### config.mk
export PLATFORM = sky130hd
export DESIGN_NAME = pattern_trigger_marker_outputs
export DESIGN_NICKNAME = d
export VERILOG_FILES = /design/src/pkg/pattern_pkg.sv /design/src/verilog/pattern_trigger_marker_outputs.sv
export VERILOG_INCLUDE_DIRS = /design/src /design/src/pkg
export SDC_FILE = /design/constraint.sdc
export NUM_CORES = 1
export LEC_CHECK = 0
export BUFFER_PORTS_ARGS = -buffer_cell sky130_fd_sc_hd__buf_2
export CAP_MARGIN = 20
export CORE_MARGIN = 5
export CORE_UTILIZATION = 43
export DETAILED_ROUTE_END_ITERATION = 7
export HOLD_SLACK_MARGIN = 0.02
export MAX_ROUTING_LAYER = met4
export PLACE_DENSITY = 0.72
export SLEW_MARGIN = 25
export SYNTH_ARGS = -nofsm -noshare
export SYNTH_HDL_FRONTEND = slang
export SYNTH_SLANG_ARGS = --single-unit
### constraint.sdc
create_clock -name I_CLK -period 5.89 [get_ports I_CLK]
set_input_delay 0.2945 -clock I_CLK [delete_from_list [all_inputs] [get_ports I_CLK]]
set_output_delay 0.2945 -clock I_CLK [all_outputs]
set_load 0.01 [all_outputs]
### src/pkg/pattern_params.svh
/*
 * Constants for the pattern trigger and marker output block: register map,
 * control field positions, reset values and timing counts.
 * Assumes inclusion by bare name in a design file; definitions only.
 */
`ifndef PATTERN_PARAMS_SVH
`define PATTERN_PARAMS_SVH

`define CLK_PERIOD_NS   50
`define SC_PERIOD_MS    26.67
`define SC_CYCLES       (int'(`SC_PERIOD_MS * 1.0e6 / `CLK_PERIOD_NS))
`define TRIG_MIN_NS     100
`define TRIG_MIN_CYC    ((`TRIG_MIN_NS + `CLK_PERIOD_NS - 1) / `CLK_PERIOD_NS)

`define REG_CTRL        8'h00
`define REG_MKEN        8'h04
`define REG_BITDIV      8'h08
`define REG_PATLEN      8'h0c
`define REG_SYMLEN      8'h10
`define REG_STATUS      8'h14

`define CTL_BB          0
`define CTL_CONT        1
`define CTL_FALL        2
`define CTL_EXT         3
`define CTL_SC          4
`define CTL_ARB         5
`define CTL_TSLOT       6
`define CTL_POL_LO      8
`define CTL_POL_HI      11

`define CTRL_RST        32'h0000_0000
`define MKEN_RST        4'h0
`define BITDIV_RST      8'h04
`define PATLEN_RST      16'h0020
`define SYMLEN_RST      4'h2
`define LFSR_SEED       9'h1ff
`define LFSR_TAP        4
`define RESP_OKAY       2'b00
`define RESP_SLVERR     2'b10

`endif

### src/pkg/pattern_pkg.sv
/*
 * Types shared by the pattern trigger and marker output block.
 * Assumes nothing beyond a SystemVerilog compiler.
 */
package pattern_pkg;
    typedef enum logic [1:0] {ST_IDLE, ST_ARM, ST_WAIT, ST_RUN} run_state_t;
endpackage

### src/verilog/pattern_trigger_marker_outputs.sv
/*
 * Rear-port timing logic of a baseband pattern generator: trigger capture,
 * bit clock, serial data, symbol sync, marker and data-enable outputs,
 * with an AXI4-Lite register slave.
 * Assumes one 20 MHz clock; all pins arrive asynchronously; waveform point
 * flags and segment/sequence load pulses come from logic on the same clock.
 */
`timescale 1ns/1ps
`include "pattern_params.svh"

module pattern_trigger_marker_outputs #(
    parameter int SC_CYCLES = `SC_CYCLES
) (
    input  wire logic                    I_CLK,
    input  wire logic                    I_RSTN,
    input  wire logic [7:0]              I_AWADDR,
    input  wire logic                    I_AWVALID,
    output logic                         O_AWREADY,
    input  wire logic [31:0]             I_WDATA,
    input  wire logic [3:0]              I_WSTRB,
    input  wire logic                    I_WVALID,
    output logic                         O_WREADY,
    output logic [1:0]                   O_BRESP,
    output logic                         O_BVALID,
    input  wire logic                    I_BREADY,
    input  wire logic [7:0]              I_ARADDR,
    input  wire logic                    I_ARVALID,
    output logic                         O_ARREADY,
    output logic [31:0]                  O_RDATA,
    output logic [1:0]                   O_RRESP,
    output logic                         O_RVALID,
    input  wire logic                    I_RREADY,
    input  wire logic                    I_PATTERN_TRIGGER_IN,
    input  wire logic                    I_PATTERN_TRIGGER_IN_SECONDARY,
    input  wire logic                    I_ALTERNATE_POWER_SYNC_IN,
    input  wire logic                    I_EXT_DATA,
    input  wire logic                    I_PT_VALID,
    input  wire logic [3:0]              I_PT_MARK,
    input  wire logic                    I_SEG_LOAD,
    input  wire logic                    I_SEQ_LOAD,
    output logic                         O_EVENT1,
    output logic                         O_EVENT2,
    output logic                         O_EVENT3,
    output logic                         O_EVENT4,
    output logic                         O_BIT_CLK,
    output logic                         O_SER_DATA,
    output logic                         O_SYMBOL_SYNC_OUT,
    output logic                         O_ARB_TRIG,
    output pattern_pkg::run_state_t      O_RUN_STATE
);
    import pattern_pkg::*;

    logic [31:0] ctrl_q;
    logic [3:0]  mken_q;
    logic [7:0]  half_q;
    logic [15:0] patlen_q;
    logic [3:0]  symlen_q;
    logic [7:0]  aw_q;
    logic [31:0] wd_q;
    logic [3:0]  ws_q;
    logic        aw_have_q, w_have_q;
    logic [2:0]  tr_q, sec_q, alt_q;
    logic [1:0]  ext_q;
    logic        lat_q, lat_sec_q, single_q;
    run_state_t  st_q;
    logic [7:0]  div_q;
    logic        bclk_q;
    logic [15:0] bit_q;
    logic [3:0]  sym_q;
    logic [8:0]  lfsr_q;
    logic [31:0] sc_q;
    logic        sc_mark_q;
    logic [3:0]  pt_q;
    logic [3:0]  ev_q;
    logic [7:0]  tcnt_q;
    logic [15:0] age_q;

    // Register fields and decode
    wire        bb      = ctrl_q[`CTL_BB];
    wire        cont    = ctrl_q[`CTL_CONT];
    wire        fall    = ctrl_q[`CTL_FALL];
    wire        ext_src = ctrl_q[`CTL_EXT];
    wire        sc_opt  = ctrl_q[`CTL_SC];
    wire        arbitrary_waveform_generator     = ctrl_q[`CTL_ARB];
    wire        tslot   = ctrl_q[`CTL_TSLOT];
    wire [3:0]  pol     = ctrl_q[`CTL_POL_HI:`CTL_POL_LO];
    wire        do_wr   = aw_have_q && w_have_q && !O_BVALID;
    wire [31:0] wmask   = {{8{ws_q[3]}}, {8{ws_q[2]}}, {8{ws_q[1]}}, {8{ws_q[0]}}};
    wire        wr_ctrl = do_wr && (aw_q == `REG_CTRL);
    wire        wr_mken = do_wr && (aw_q == `REG_MKEN);
    wire        wr_div  = do_wr && (aw_q == `REG_BITDIV);
    wire        wr_len  = do_wr && (aw_q == `REG_PATLEN);
    wire        wr_sym  = do_wr && (aw_q == `REG_SYMLEN);
    wire        wr_ok   = wr_ctrl | wr_mken | wr_div | wr_len | wr_sym;
    wire        rd_go   = I_ARVALID && O_ARREADY;
    wire        rd_ok   = (I_ARADDR <= `REG_STATUS) && (I_ARADDR[1:0] == 2'b00);
    wire [31:0] merged  = (I_WDATA & 32'hffff_ffff);
    wire [31:0] stat    = {16'h0000, tcnt_q, 5'h00, lat_q, st_q};
    logic [31:0] rsel;
    always_comb begin
        case (I_ARADDR)
            `REG_CTRL:   rsel = ctrl_q;
            `REG_MKEN:   rsel = {28'h0000000, mken_q};
            `REG_BITDIV: rsel = {24'h000000, half_q};
            `REG_PATLEN: rsel = {16'h0000, patlen_q};
            `REG_SYMLEN: rsel = {28'h0000000, symlen_q};
            `REG_STATUS: rsel = stat;
            default:     rsel = 32'h0000_0000;
        endcase
    end

    // Write address and data are taken independently, then paired
    always_ff @(posedge I_CLK or negedge I_RSTN) begin
        if (!I_RSTN) begin
            aw_have_q <= 1'b0;
            w_have_q  <= 1'b0;
            aw_q      <= 8'h00;
            wd_q      <= 32'h0000_0000;
            ws_q      <= 4'h0;
            O_AWREADY <= 1'b1;
            O_WREADY  <= 1'b1;
            O_BVALID  <= 1'b0;
            O_BRESP   <= `RESP_OKAY;
        end else begin
            if (I_AWVALID && O_AWREADY) begin
                aw_q      <= I_AWADDR;
                aw_have_q <= 1'b1;
                O_AWREADY <= 1'b0;
            end
            if (I_WVALID && O_WREADY) begin
                wd_q     <= merged;
                ws_q     <= I_WSTRB;
                w_have_q <= 1'b1;
                O_WREADY <= 1'b0;
            end
            if (do_wr) begin
                O_BVALID  <= 1'b1;
                O_BRESP   <= wr_ok ? `RESP_OKAY : `RESP_SLVERR;
                aw_have_q <= 1'b0;
                w_have_q  <= 1'b0;
            end
            if (O_BVALID && I_BREADY) begin
                O_BVALID  <= 1'b0;
                O_AWREADY <= 1'b1;
                O_WREADY  <= 1'b1;
            end
        end
    end

    always_ff @(posedge I_CLK or negedge I_RSTN) begin
        if (!I_RSTN) begin
            O_ARREADY <= 1'b1;
            O_RVALID  <= 1'b0;
            O_RDATA   <= 32'h0000_0000;
            O_RRESP   <= `RESP_OKAY;
        end else if (rd_go) begin
            O_ARREADY <= 1'b0;
            O_RVALID  <= 1'b1;
            O_RDATA   <= rsel;
            O_RRESP   <= rd_ok ? `RESP_OKAY : `RESP_SLVERR;
        end else if (O_RVALID && I_RREADY) begin
            O_RVALID  <= 1'b0;
            O_ARREADY <= 1'b1;
        end
    end

    always_ff @(posedge I_CLK or negedge I_RSTN) begin
        if (!I_RSTN) begin
            ctrl_q   <= `CTRL_RST;
            half_q   <= `BITDIV_RST;
            patlen_q <= `PATLEN_RST;
            symlen_q <= `SYMLEN_RST;
        end else begin
            if (wr_ctrl)
                ctrl_q <= (ctrl_q & ~wmask) | (wd_q & wmask);
            if (wr_div && ws_q[0])
                half_q <= wd_q[7:0];
            if (wr_len)
                patlen_q <= (patlen_q & ~wmask[15:0]) | (wd_q[15:0] & wmask[15:0]);
            if (wr_sym && ws_q[0])
                symlen_q <= wd_q[3:0];
        end
    end

    // Segment load enables all markers and beats a sequence clear
    always_ff @(posedge I_CLK or negedge I_RSTN) begin
        if (!I_RSTN)
            mken_q <= `MKEN_RST;
        else if (I_SEG_LOAD)
            mken_q <= 4'hf;
        else if (wr_mken && ws_q[0])
            mken_q <= wd_q[3:0];
        else if (I_SEQ_LOAD)
            mken_q <= 4'h0;
    end

    // Pin synchronisers; stage 0 is read only by stage 1
    always_ff @(posedge I_CLK or negedge I_RSTN) begin
        if (!I_RSTN) begin
            tr_q  <= 3'h0;
            sec_q <= 3'h0;
            alt_q <= 3'h0;
            ext_q <= 2'h0;
        end else begin
            tr_q  <= {tr_q[1:0], I_PATTERN_TRIGGER_IN};
            sec_q <= {sec_q[1:0], I_PATTERN_TRIGGER_IN_SECONDARY};
            alt_q <= {alt_q[1:0], I_ALTERNATE_POWER_SYNC_IN};
            ext_q <= {ext_q[0], I_EXT_DATA};
        end
    end

    // A level held 100 ns spans two clocks, so no edge slips the synchroniser
    wire tr_edge  = fall ? (tr_q[2] & ~tr_q[1]) : (~tr_q[2] & tr_q[1]);
    wire even_sec = sc_opt & tr_edge;
    wire p_trig   = bb & ~sc_opt & tr_edge;
    wire s_trig   = bb & ~sec_q[2] & sec_q[1];
    wire trig_set = p_trig | s_trig;
    wire alt_rise = ~alt_q[2] & alt_q[1];

    // Bit clock divider; rise and fall are one-cycle enables
    wire [7:0] half = (half_q == 8'h00) ? 8'h01 : half_q;
    wire       tick = bb && (div_q == half - 8'h01);
    wire       bit_rise = tick & ~bclk_q;
    wire       bit_fall = tick & bclk_q;
    always_ff @(posedge I_CLK or negedge I_RSTN) begin
        if (!I_RSTN) begin
            div_q  <= 8'h00;
            bclk_q <= 1'b0;
        end else if (!bb) begin
            div_q  <= 8'h00;
            bclk_q <= 1'b0;
        end else begin
            div_q  <= tick ? 8'h00 : div_q + 8'h01;
            bclk_q <= bclk_q ^ tick;
        end
    end

    // Trigger latch: a new edge in the sampling cycle keeps the latch set
    wire sample = bit_fall && lat_q;
    always_ff @(posedge I_CLK or negedge I_RSTN) begin
        if (!I_RSTN) begin
            lat_q     <= 1'b0;
            lat_sec_q <= 1'b0;
        end else if (trig_set) begin
            lat_q     <= 1'b1;
            lat_sec_q <= s_trig & ~p_trig;
        end else if (sample || !bb) begin
            lat_q     <= 1'b0;
            lat_sec_q <= 1'b0;
        end
    end

    // Falling sample, then two rising edges: first bit 1.5 to 2.5 periods out
    wire last_bit = (bit_q == patlen_q - 16'h0001);
    always_ff @(posedge I_CLK or negedge I_RSTN) begin
        if (!I_RSTN) begin
            st_q     <= ST_IDLE;
            single_q <= 1'b1;
        end else if (!bb) begin
            st_q <= ST_IDLE;
        end else if (sample) begin
            st_q     <= ST_ARM;
            single_q <= lat_sec_q | ~cont;
        end else if (bit_rise) begin
            case (st_q)
                ST_ARM:  st_q <= ST_WAIT;
                ST_WAIT: st_q <= ST_RUN;
                ST_RUN:  st_q <= (last_bit && single_q) ? ST_IDLE : ST_RUN;
                default: st_q <= ST_IDLE;
            endcase
        end
    end

    // Pattern bit counter and internal PRBS source
    wire start = bit_rise && (st_q == ST_WAIT);
    wire run_b = bit_rise && (st_q == ST_RUN);
    always_ff @(posedge I_CLK or negedge I_RSTN) begin
        if (!I_RSTN) begin
            bit_q  <= 16'h0000;
            lfsr_q <= `LFSR_SEED;
        end else if (start || (run_b && last_bit)) begin
            bit_q  <= 16'h0000;
            lfsr_q <= `LFSR_SEED;
        end else if (run_b) begin
            bit_q  <= bit_q + 16'h0001;
            lfsr_q <= {lfsr_q[0] ^ lfsr_q[`LFSR_TAP], lfsr_q[8:1]};
        end
    end

    // Alternate power edge realigns symbol framing to the external data
    always_ff @(posedge I_CLK or negedge I_RSTN) begin
        if (!I_RSTN)
            sym_q <= 4'h0;
        // Bit 0 leaves at the start edge, so counting resumes at one there;
        // restarting at zero would stretch the first sync pulse to two bits
        else if (start)
            sym_q <= (symlen_q > 4'h1) ? 4'h1 : 4'h0;
        else if (alt_rise)
            sym_q <= 4'h0;
        else if (run_b)
            sym_q <= (sym_q >= symlen_q - 4'h1) ? 4'h0 : sym_q + 4'h1;
    end

    always_ff @(posedge I_CLK or negedge I_RSTN) begin
        if (!I_RSTN) begin
            O_SER_DATA        <= 1'b0;
            O_SYMBOL_SYNC_OUT <= 1'b0;
        end else if (!bb) begin
            O_SER_DATA        <= 1'b0;
            O_SYMBOL_SYNC_OUT <= 1'b0;
        end else if (bit_rise) begin
            O_SER_DATA        <= ext_src ? ext_q[1] : lfsr_q[0];
            O_SYMBOL_SYNC_OUT <= (st_q == ST_WAIT) || (run_b && sym_q == 4'h0);
        end else if (st_q == ST_IDLE) begin
            O_SYMBOL_SYNC_OUT <= 1'b0;
        end
    end

    // Short-code counter restarts on each even-second edge
    always_ff @(posedge I_CLK or negedge I_RSTN) begin
        if (!I_RSTN) begin
            sc_q      <= 32'h0000_0000;
            sc_mark_q <= 1'b0;
        end else if (!(bb && sc_opt) || even_sec) begin
            sc_q      <= 32'h0000_0000;
            sc_mark_q <= bb && even_sec;
        end else begin
            sc_q      <= (sc_q == SC_CYCLES - 1) ? 32'h0000_0000 : sc_q + 32'h0000_0001;
            sc_mark_q <= (sc_q == SC_CYCLES - 1);
        end
    end

    // Point flags are gated by the per-channel marker enable
    always_ff @(posedge I_CLK or negedge I_RSTN) begin
        if (!I_RSTN)
            pt_q <= 4'h0;
        else if (I_PT_VALID)
            pt_q <= I_PT_MARK & mken_q;
    end

    // Event pins; marker 3 and 4 only count in waveform mode
    wire       den_n = ~(ext_src && tslot && st_q == ST_RUN);
    wire [3:0] gate  = {arbitrary_waveform_generator, arbitrary_waveform_generator, 1'b1, 1'b1} & {4{bb}};
    wire [3:0] mk_lv;
    genvar gi;
    generate
        for (gi = 0; gi < 4; gi++) begin : g_mark
            assign mk_lv[gi] = pol[gi] ^ (pt_q[gi] & gate[gi]);
        end
    endgenerate
    wire ev2 = !bb ? 1'b1 : sc_opt ? sc_mark_q : arbitrary_waveform_generator ? mk_lv[1] : den_n;

    always_ff @(posedge I_CLK or negedge I_RSTN) begin
        if (!I_RSTN) begin
            ev_q       <= 4'h2;
            O_BIT_CLK  <= 1'b0;
            O_ARB_TRIG <= 1'b0;
            tcnt_q     <= 8'h00;
        end else begin
            ev_q       <= {mk_lv[3], mk_lv[2], ev2, mk_lv[0]};
            O_BIT_CLK  <= bclk_q;
            O_ARB_TRIG <= trig_set;
            tcnt_q     <= tcnt_q + {7'h00, trig_set};
        end
    end
    assign O_EVENT1    = ev_q[0];
    assign O_EVENT2    = ev_q[1];
    assign O_EVENT3    = ev_q[2];
    assign O_EVENT4    = ev_q[3];
    assign O_RUN_STATE = st_q;

    // Helper: cycles since the last accepted trigger edge
    always_ff @(posedge I_CLK or negedge I_RSTN) begin
        if (!I_RSTN)
            age_q <= 16'h0000;
        else if (trig_set)
            age_q <= 16'h0000;
        else if (age_q != 16'hffff)
            age_q <= age_q + 16'h0001;
    end
endmodule
# [Word level (Yosys, flattened, before mapping)]
# Cells that the tools add are included.
# Widths: inputs -> output; s select.
[word_totals] register_bits=258 inputBits=70 out_inout_bits=51 word_cells=220
[classes] n_addsub=8 n_lt_le_gt_ge=3 n_eq_ne=18 mux=54 bitwise_logic=46 reduce_logical=51
[ops] operator="$pmux 32 s6" n=1
[ops] operator="$and 32x32->32" n=2
[ops] operator="$mux 32" n=2
[ops] operator="$add 32x1->32 const B" n=1
[ops] operator="$and 16x16->16" n=2
[ops] operator="$eq 32x20->1 const B" n=1
[ops] operator="$eq 8x4->1 const B" n=4
[ops] operator="$mux 16" n=2
[ops] operator="$not 32->32" n=1
[ops] operator="$or 32x32->32" n=1
[ops] operator="$mux 1" n=30
[ops] operator="$mux 4" n=7
[ops] operator="$logic_and 1x1->1" n=27
[ops] operator="$eq 8x5->1 const B" n=3
[ops] operator="$logic_not 8->1" n=3
[ops] operator="$mux 8" n=3
[ops] operator="$mux 9" n=2
[ops] operator="$add 16x1->16 const B" n=1
[ops] operator="$eq 16x16->1" n=1
[ops] operator="$eq 8x3->1 const B" n=2
[ops] operator="$not 16->16" n=1
[ops] operator="$or 16x16->16" n=1
[ops] operator="$reduce_bool 2->1" n=8
[ops] operator="$sub 16x1->16 const B" n=1
[ops] operator="26 further kinds" n=73

# [Longest topological paths before layout]
# Gate-level depths: netlist (run 1).
[depth] depth_word=11 ltp_mapped=18 depth_no_buf=16

# [Least setup slack after synthesis (run 1)]
# No wires, ideal clock.
[synth_path] path_type="register to register" startpoint="reg half_q[2]" endpoint="reg bit_q[13]" setup_ps=118 arrival_ps=3457 required_ps=5772 slack_ps=2315 stages_incl_launch_ff=19 n_path_buf=2 synth_period_minus_slack_ps=3575 path_cell_list="dfstp_2 clkbuf_1 or3_1 nor3_1 nor2_1 ha_1 nand3b_1 xnor2_1 nand4_1 a2111oi_2 ha_1 clkbuf_1 nand2_1 nor3_1 and2_1 and3_1 nand4_1 xor2_1 nor2_1"
[synth_via] elab_chain_cells=10 elab_cells_between_ends=12 cone_classes="1 x add/sub; 1 x eq/ne; 2 x mux; 1 x bitwise; 7 x reduce/logical"
[synth_lines] element="start: declaration" line_no="pattern_trigger_marker_outputs.sv:55" source="logic [7:0] half_q;"
[synth_lines] element="start signal: assignment" line_no="pattern_trigger_marker_outputs.sv:170" source="half_q <= `BITDIV_RST;"
[synth_lines] element="start signal: assignment" line_no="pattern_trigger_marker_outputs.sv:177" source="half_q <= wd_q[7:0];"
[synth_lines] element="$logic_not 8->1" line_no="pattern_trigger_marker_outputs.sv:221" source="wire [7:0] half = (half_q == 8'h00) ? 8'h01 : half_q;"
[synth_lines] element="$mux 8 *" line_no="pattern_trigger_marker_outputs.sv:221"
[synth_lines] element="$sub 8x1->8 *" line_no="pattern_trigger_marker_outputs.sv:222" source="wire tick = bb && (div_q == half - 8'h01);"
[synth_lines] element="$eq 8x8->1 *" line_no="pattern_trigger_marker_outputs.sv:222"
[synth_lines] element="$logic_and 1x1->1 *" line_no="pattern_trigger_marker_outputs.sv:222"
[synth_lines] element="$and 1x1->1 *" line_no="pattern_trigger_marker_outputs.sv:223" source="wire bit_rise = tick & ~bclk_q;"
[synth_lines] element="$logic_and 1x1->1" line_no="pattern_trigger_marker_outputs.sv:276" source="wire run_b = bit_rise && (st_q == ST_RUN);"
[synth_lines] element="$logic_and 1x1->1" line_no="pattern_trigger_marker_outputs.sv:281" source="end else if (start || (run_b && last_bit)) begin"
[synth_lines] element="$logic_or 1x1->1" line_no="pattern_trigger_marker_outputs.sv:281"
[synth_lines] element="$mux 16 or $reduce_bool 2->1 (tied branches)"
[synth_lines] element="end signal: assignment" line_no="pattern_trigger_marker_outputs.sv:285" source="bit_q <= bit_q + 16'h0001;"
[synth_lines] element="end: declaration" line_no="pattern_trigger_marker_outputs.sv:68" source="logic [15:0] bit_q;"
# Mark *: on every way between the ends. The rest lies on a longest branch, timed or not.
# A chain may end at the register's enable or synchronous reset.

# [Worst setup path after layout (run 1)]
[layout_path] startpoint="reg half_q[3]" endpoint="reg bit_q[13]"
# The elaborated chain is that of the path after synthesis.

==> metrics, run 1 <==
Yosys cell types 62; P_leak 6.517 nW; crit path time final 4265 ps; Critical Path Source Type flip-flop; sequential cell area fraction in the yosys report 55.25%; status finished, final reports clean; remaining antenna violation count 0; Setup Crit Path Kind flip-flop to flip-flop; Total Routing Usage GR 18.67%; Resized cells post-CTS 0; mapped cell area 11630 um^2; Core Footprint 26800 um^2; total wire length 27670 um; synth-to-layout area growth 21.22%; Rel. slew slack 30.99%; CTS root buf clkbuf_16; vias in the first global route 8663; PwrDens 336.4 nW/um^2; Initial Utilization 43.40%; pin count of the biggest net entering global routing 172; worst vdd ir 0.0002867 V; wire length per cell 17.59 um; CTS tree built; crit end category flip-flop; final instance area 14100 um^2; antenna violations before repair 0; Worst R2R Start half_q[3]$_DFFE_PN0P_; total power draw 4.744 mW; clk sinks 256; vias post-DR 8482; vias per cell 5.392; syn_area_per_cell 11.24 um^2; most numerous cell in the Yosys netlist dfrtp_1; Arrival @ worst endpoint 4660 ps; unrepaired setup endpoints after global routing no; part of the cycle the worst path needs 72.41%; Placed Cells 1459; EDFF count, synth 0; fraction of registers with async set/reset 100.0%; Cell Rows 60; Synth area leader dfrtp_1; Congestion Overflow GR 0; DP HPWL 18550 um; CTS Buf Count 28; port buffer count 118; Critical Path RT 6290 ps; die footprint 30440 um^2; Clk pin slew, worst setup/hold paths 60 ps; # diodes 0; Pre-antenna DRT Iters 5; global-route wire length before repair 45670 um; largest buffer count on any clock path 3; Synth Instances 1035; CP max FO 20; DP Area 12550 um^2; final core occ 52.61%; Slew Viols, Final 0; final instance count without filler cells 1573; worst clock skew 14.51 ps; number of synthesized register bits 256; post-synth top area share 51.41%; Primary FF master, synth dfrtp_1; final setup TNS 0 ps; Final nets 1297; # setup viols final 0; H-tree levels 1; CP startpoint half_q[3]$_DFFE_PN0P_; Initial DRC Count 631; GPL Wtd Cong 0.8777; Ports 121; DIE WIDTH 174.5 um; drt drc 0; largest cells by area after synthesis dfrtp_1 (51%), mux2_2 (11%), dfstp_2 (3.8%); actual slew at the worst max-slew pin 1032 ps; hold path start I_PT_MARK[2]; max cap viols 0; synth cell count leaders dfrtp_1 (239), mux2_2 (110), nand2_1 (109); Yosys warning count 0; Max Freq 234.5 MHz; Fin. Hold Viols 0; Die Ht 174.5 um; clk_lat worst skew 540 ps; Hold Path Class input port to flip-flop; share of cells above drive strength 1 25.57%
[layout by cell type (no fill, tap or decap), types with 7 or more instances in the layout]
cell           count
a22oi_1            7
a222oi_1          11
nand3_1           43
a21oi_1           15
a31oi_1           11
clkbuf_16         28
dlygate4sd3_1     61
inv_1             28
o21ai_0           56
clkbuf_1           9
buf_2            117
nand2_1          108
xor2_1            49
and2_1             7
nor2_1            85
mux2_2           110
nor4_1             8
dfrtp_1          239
a221o_2            9
clkbuf_8           9
and3_1            17
xnor2_1           36
nand4_1           16
dfstp_2           17
nor3_1            19
ha_1              17
[path summary, 6_finish.rpt]
check	endpoint	slack [ps]	cells past startpoint
worst max-delay path	bit_q[13]$_DFFE_PN0P_	1620	17
worst min-delay path	pt_q[2]$_DFFE_PN0P_	40	3
worst max register to register	bit_q[13]$_DFFE_PN0P_	1620	17
worst min register to register	tr_q[1]$_DFF_PN0_	350	0
max in group asynchronous	O_BRESP[1]$_DFFE_PN0P_	4210	4
min in group asynchronous	sym_q[2]$_DFFE_PN0P_	350	2
[cell families after synthesis]
group	count (synthesis)	share of synthesized area [%]
AOI/OAI and AO/OA	144	8.691
xor gates and xnor gates	85	6.400
adders and majority gates	17	1.829
buffers and inverters	69	2.356
DFF	256	55.25
muxes	113	10.91
other	1	0.03224
and+or+nand+nor	350	14.53
[through the flow]
stage                     setup WS (ps)  hold slack, ps
after global placement             1803           332.5
after detailed placement           1620           336.2
after CTS                          1607           24.05
after floorplan                    2315          -1.091
final                              1625           38.39
after global routing               1199           57.92
[power breakdown]
group	switching, mW	internal (mW)	total (mW)
sequential	0.250	2.03	2.28
combinational	0.366	0.412	0.778
clock	0.694	0.995	1.69
total	1.31	3.43	4.74
[area by class of cell]
cell class | count | area, um^2
Fill cell | 2302 | 12700
Tap cell | 341 | 426.7
Clock inverter | 6 | 52.55
Timing Repair Buffer | 185 | 1289
Inverter | 28 | 105.1
Sequential cell | 256 | 6427
Multi-Input combinational cell | 711 | 4942
Clock buffer | 46 | 858.3
[metal layers]
| layer | track usage [%] | vias to the layer above | part of all wire, % |
|---|---|---|---|
| met4 | 4.454 | 0 | 2.3 |
| met2 | 29.69 | 211 | 47 |
| met1 | 25.12 | 4214 | 44 |
| met3 | 3.328 | 47 | 5.7 |
| met5 | - | - | 0 |
| li1 | - | 4010 | - |
[worst max-delay path: stages (launching register included)]
cell and delay, ps:
dfrtp_1 440, or3_1 410, nor3_1 180, nor2_1 100
ha_1 250, nand3b_1 120, xnor2_1 130, nand4_1 140
a2111oi_2 620, ha_1 440, nand2_1 80, buf_4 220
nor3_1 260, and2_1 190, and3_1 210, nand4_1 120
xor2_1 160, nor2_1 50
[what timing repair did]
item / CTS / global route
buffers inserted: 0 / 0
hold endpoints to repair: 139 / 0
hold buffers: 61 / 0
No activity file was read; power rests on OpenSTA's default activity.
==> inputs of run 2 (changes only) <==
--- a/config.mk
+++ b/config.mk
@@ -13,7 +13,7 @@
 export DETAILED_ROUTE_END_ITERATION = 7
 export HOLD_SLACK_MARGIN = 0.02
 export MAX_ROUTING_LAYER = met4
-export PLACE_DENSITY = 0.72
+export PLACE_DENSITY = 0.75
 export SLEW_MARGIN = 25
 export SYNTH_ARGS = -nofsm -noshare
 export SYNTH_HDL_FRONTEND = slang
==> constraint.sdc (replaced) <==
create_clock -name I_CLK -period 3.81 [get_ports I_CLK]
set_input_delay 0.1905 -clock I_CLK [delete_from_list [all_inputs] [get_ports I_CLK]]
set_output_delay 0.1905 -clock I_CLK [all_outputs]
set_load 0.01 [all_outputs]
==> run 2 against run 1 <==
  * Largest cell class unchanged
  * Total power grew 57%
  * Sequential power grew 54%
  * Clock-buffer cell count shrank 2
  * Critical path type unchanged
  * Critical endpoint is now sym_q[2]$_DFFE_PN0P_
==> metrics, run 2 (same netlist as run 1, synthesis figures left out) <==
actual slew at the worst max-slew pin 932.0 ps; Slew Viols, Final 0; Pre-antenna DRT Iters 5; hold path start I_SEQ_LOAD; Psw 2.029 mW; wire length on met1 12570 um; Sequential Power Share 47.0%; pin count of the biggest net entering global routing 111; top layer in use met4; Worst R2R Start half_q[2]$_DFFE_PN1P_; worst vdd ir 0.0003779 V; global-route wire length before repair 47150 um; final instance area 14270 um^2; largest buffer count on any clock path 3; clk sinks 256; Die Ht 174.5 um; H-tree levels 1; P_int 5.417 mW; die footprint 30440 um^2; worst clock skew 10.22 ps; Rel. slew slack 37.39%; drt drc 0; Total Routing Usage GR 19.25%; DP Worst Slack 241.7 ps; CTS root buf clkbuf_16; vias in the first global route 9025; post-route worst setup slack 335.9 ps; clk_lat worst skew 540 ps; DP HPWL 19220 um; final hold slack 122.4 ps; Arrival @ worst endpoint 3950 ps; crit end category flip-flop; Ports 121; Hold Path Class input port to flip-flop; Setup Crit Path Kind flip-flop to flip-flop; unrepaired setup endpoints after global routing no; Final nets 1317; combinational cell fraction of total power 16.8%; part of the cycle the worst path needs 91.18%; # diodes 0; Congestion Overflow GR 0; r2r worst-path depth 14; synth-to-layout area growth 22.72%; Clk pin slew, worst setup/hold paths 60 ps; DP Area 12640 um^2; vias per cell 5.395; Fin. Hold Viols 0; commonest non-fill, non-tap cells in the layout dfrtp_1 (239), buf_2 (117), mux2_2 (110); Critical Path Source Type flip-flop; wire length per cell 17.83 um; hold path cells 3; Critical Path RT 4280 ps; r2r endpoint sym_q[2]$_DFFE_PN0P_; R2R Setup Slk 340 ps; Filler cells 2238; total power draw 7.446 mW; CP startpoint half_q[2]$_DFFE_PN1P_; Cell Rows 60; # setup viols final 0; Initial Utilization 43.40%; max cap viols 0; CTS tree built; commonest non-fill, non-tap cell in the layout dfrtp_1; antenna violations before repair 0; total wire length 28390 um; CTS Buf Count 27; PwrDens 521.6 nW/um^2; vias post-DR 8589; Hold EP mken_q[0]$_DFFE_PN0P_; CP max FO 8; wire length on met3 1419 um; GPL Wtd Cong 0.9018; status finished, final reports clean; final setup TNS 0 ps; crit path time final 3474 ps; Initial DRC Count 723; Clock power frac 36.2%; remaining antenna violation count 0; metal2 WL 13730 um; Max Freq 287.8 MHz; Core Footprint 26800 um^2; DIE WIDTH 174.5 um; Post-CTS Setup Bufs 0; port buffer count 118; share of cells above drive strength 1 25.66%; P_leak 6.591 nW; switching share of power 27.25%
## run 2: how the worst max path moves through the flow
stage	to	slack, ps	cells after the start
final	sym_q[2]$_DFFE_PN0P_	340	14
after detailed placement	sym_q[2]$_DFFE_PN0P_	240	14
after floorplan	bit_q[13]$_DFFE_PN0P_	230	18
after global placement	sym_q[2]$_DFFE_PN0P_	320	14
after CTS	sym_q[2]$_DFFE_PN0P_	210	14
after global routing	sym_q[2]$_DFFE_PN0P_	90	14
## run 2: layout make-up
type	count	area [um^2]	share of cell area, %
multi-input combinational	711	4952	34.69
clock inverter	6	125.1	0.8765
inverter	28	105.1	0.7363
timing repair buffer	206	1449	10.15
sequential	256	6427	45.03
tap	341	426.7	2.989
clock buffer	44	789.5	5.531
## run 2: worst max-delay path, stage by stage (launching register included)
cell and delay, ps:
dfstp_2 410, or3_1 370, nor3_1 180, nor2_1 90
ha_1 250, nand3b_1 120, xnor2_1 130, nand4_1 160
a2111oi_4 270, ha_1 230, buf_4 150, and2_1 180
nor2_1 130, or4b_2 650, nand2_1 90
## run 2: metrics by stage
step           util, %  instances
2_1_floorplan        -       1036
3_3_place_gp     47.17       1472
3_5_place_dp     47.17       1472
4_1_cts          53.20       1592
5_1_grt          53.26       1592
6_report         53.26       1592
## run 2: power groups by stage
| stage | logic [mW] | registers (mW) | clock network (mW) |
|---|---|---|---|
| finish | 1.25 | 3.50 | 2.70 |
| global route | 1.39 | 3.56 | 2.88 |
| CTS | 1.24 | 3.49 | 2.74 |
| detailed placement | 1.17 | 3.54 | 0 |
| global placement | 1.12 | 3.52 | 0 |
| floorplan | 0.834 | 3.42 | 0 |
## run 2: what timing repair did
action | in CTS | in global routing
hold buffers | 70 | 0
endpoints found under the hold margin | 164 | 0
setup endpoints to repair | 0 | 6
gates resized for setup | 0 | 2
## run 2: layer usage
metal | GRT usage (%) | vias to the layer above
li1 | - | 4048
met1 | 25.69 | 4268
met5 | - | -
met2 | 30.94 | 218
met4 | 4.850 | 0
met3 | 3.175 | 55
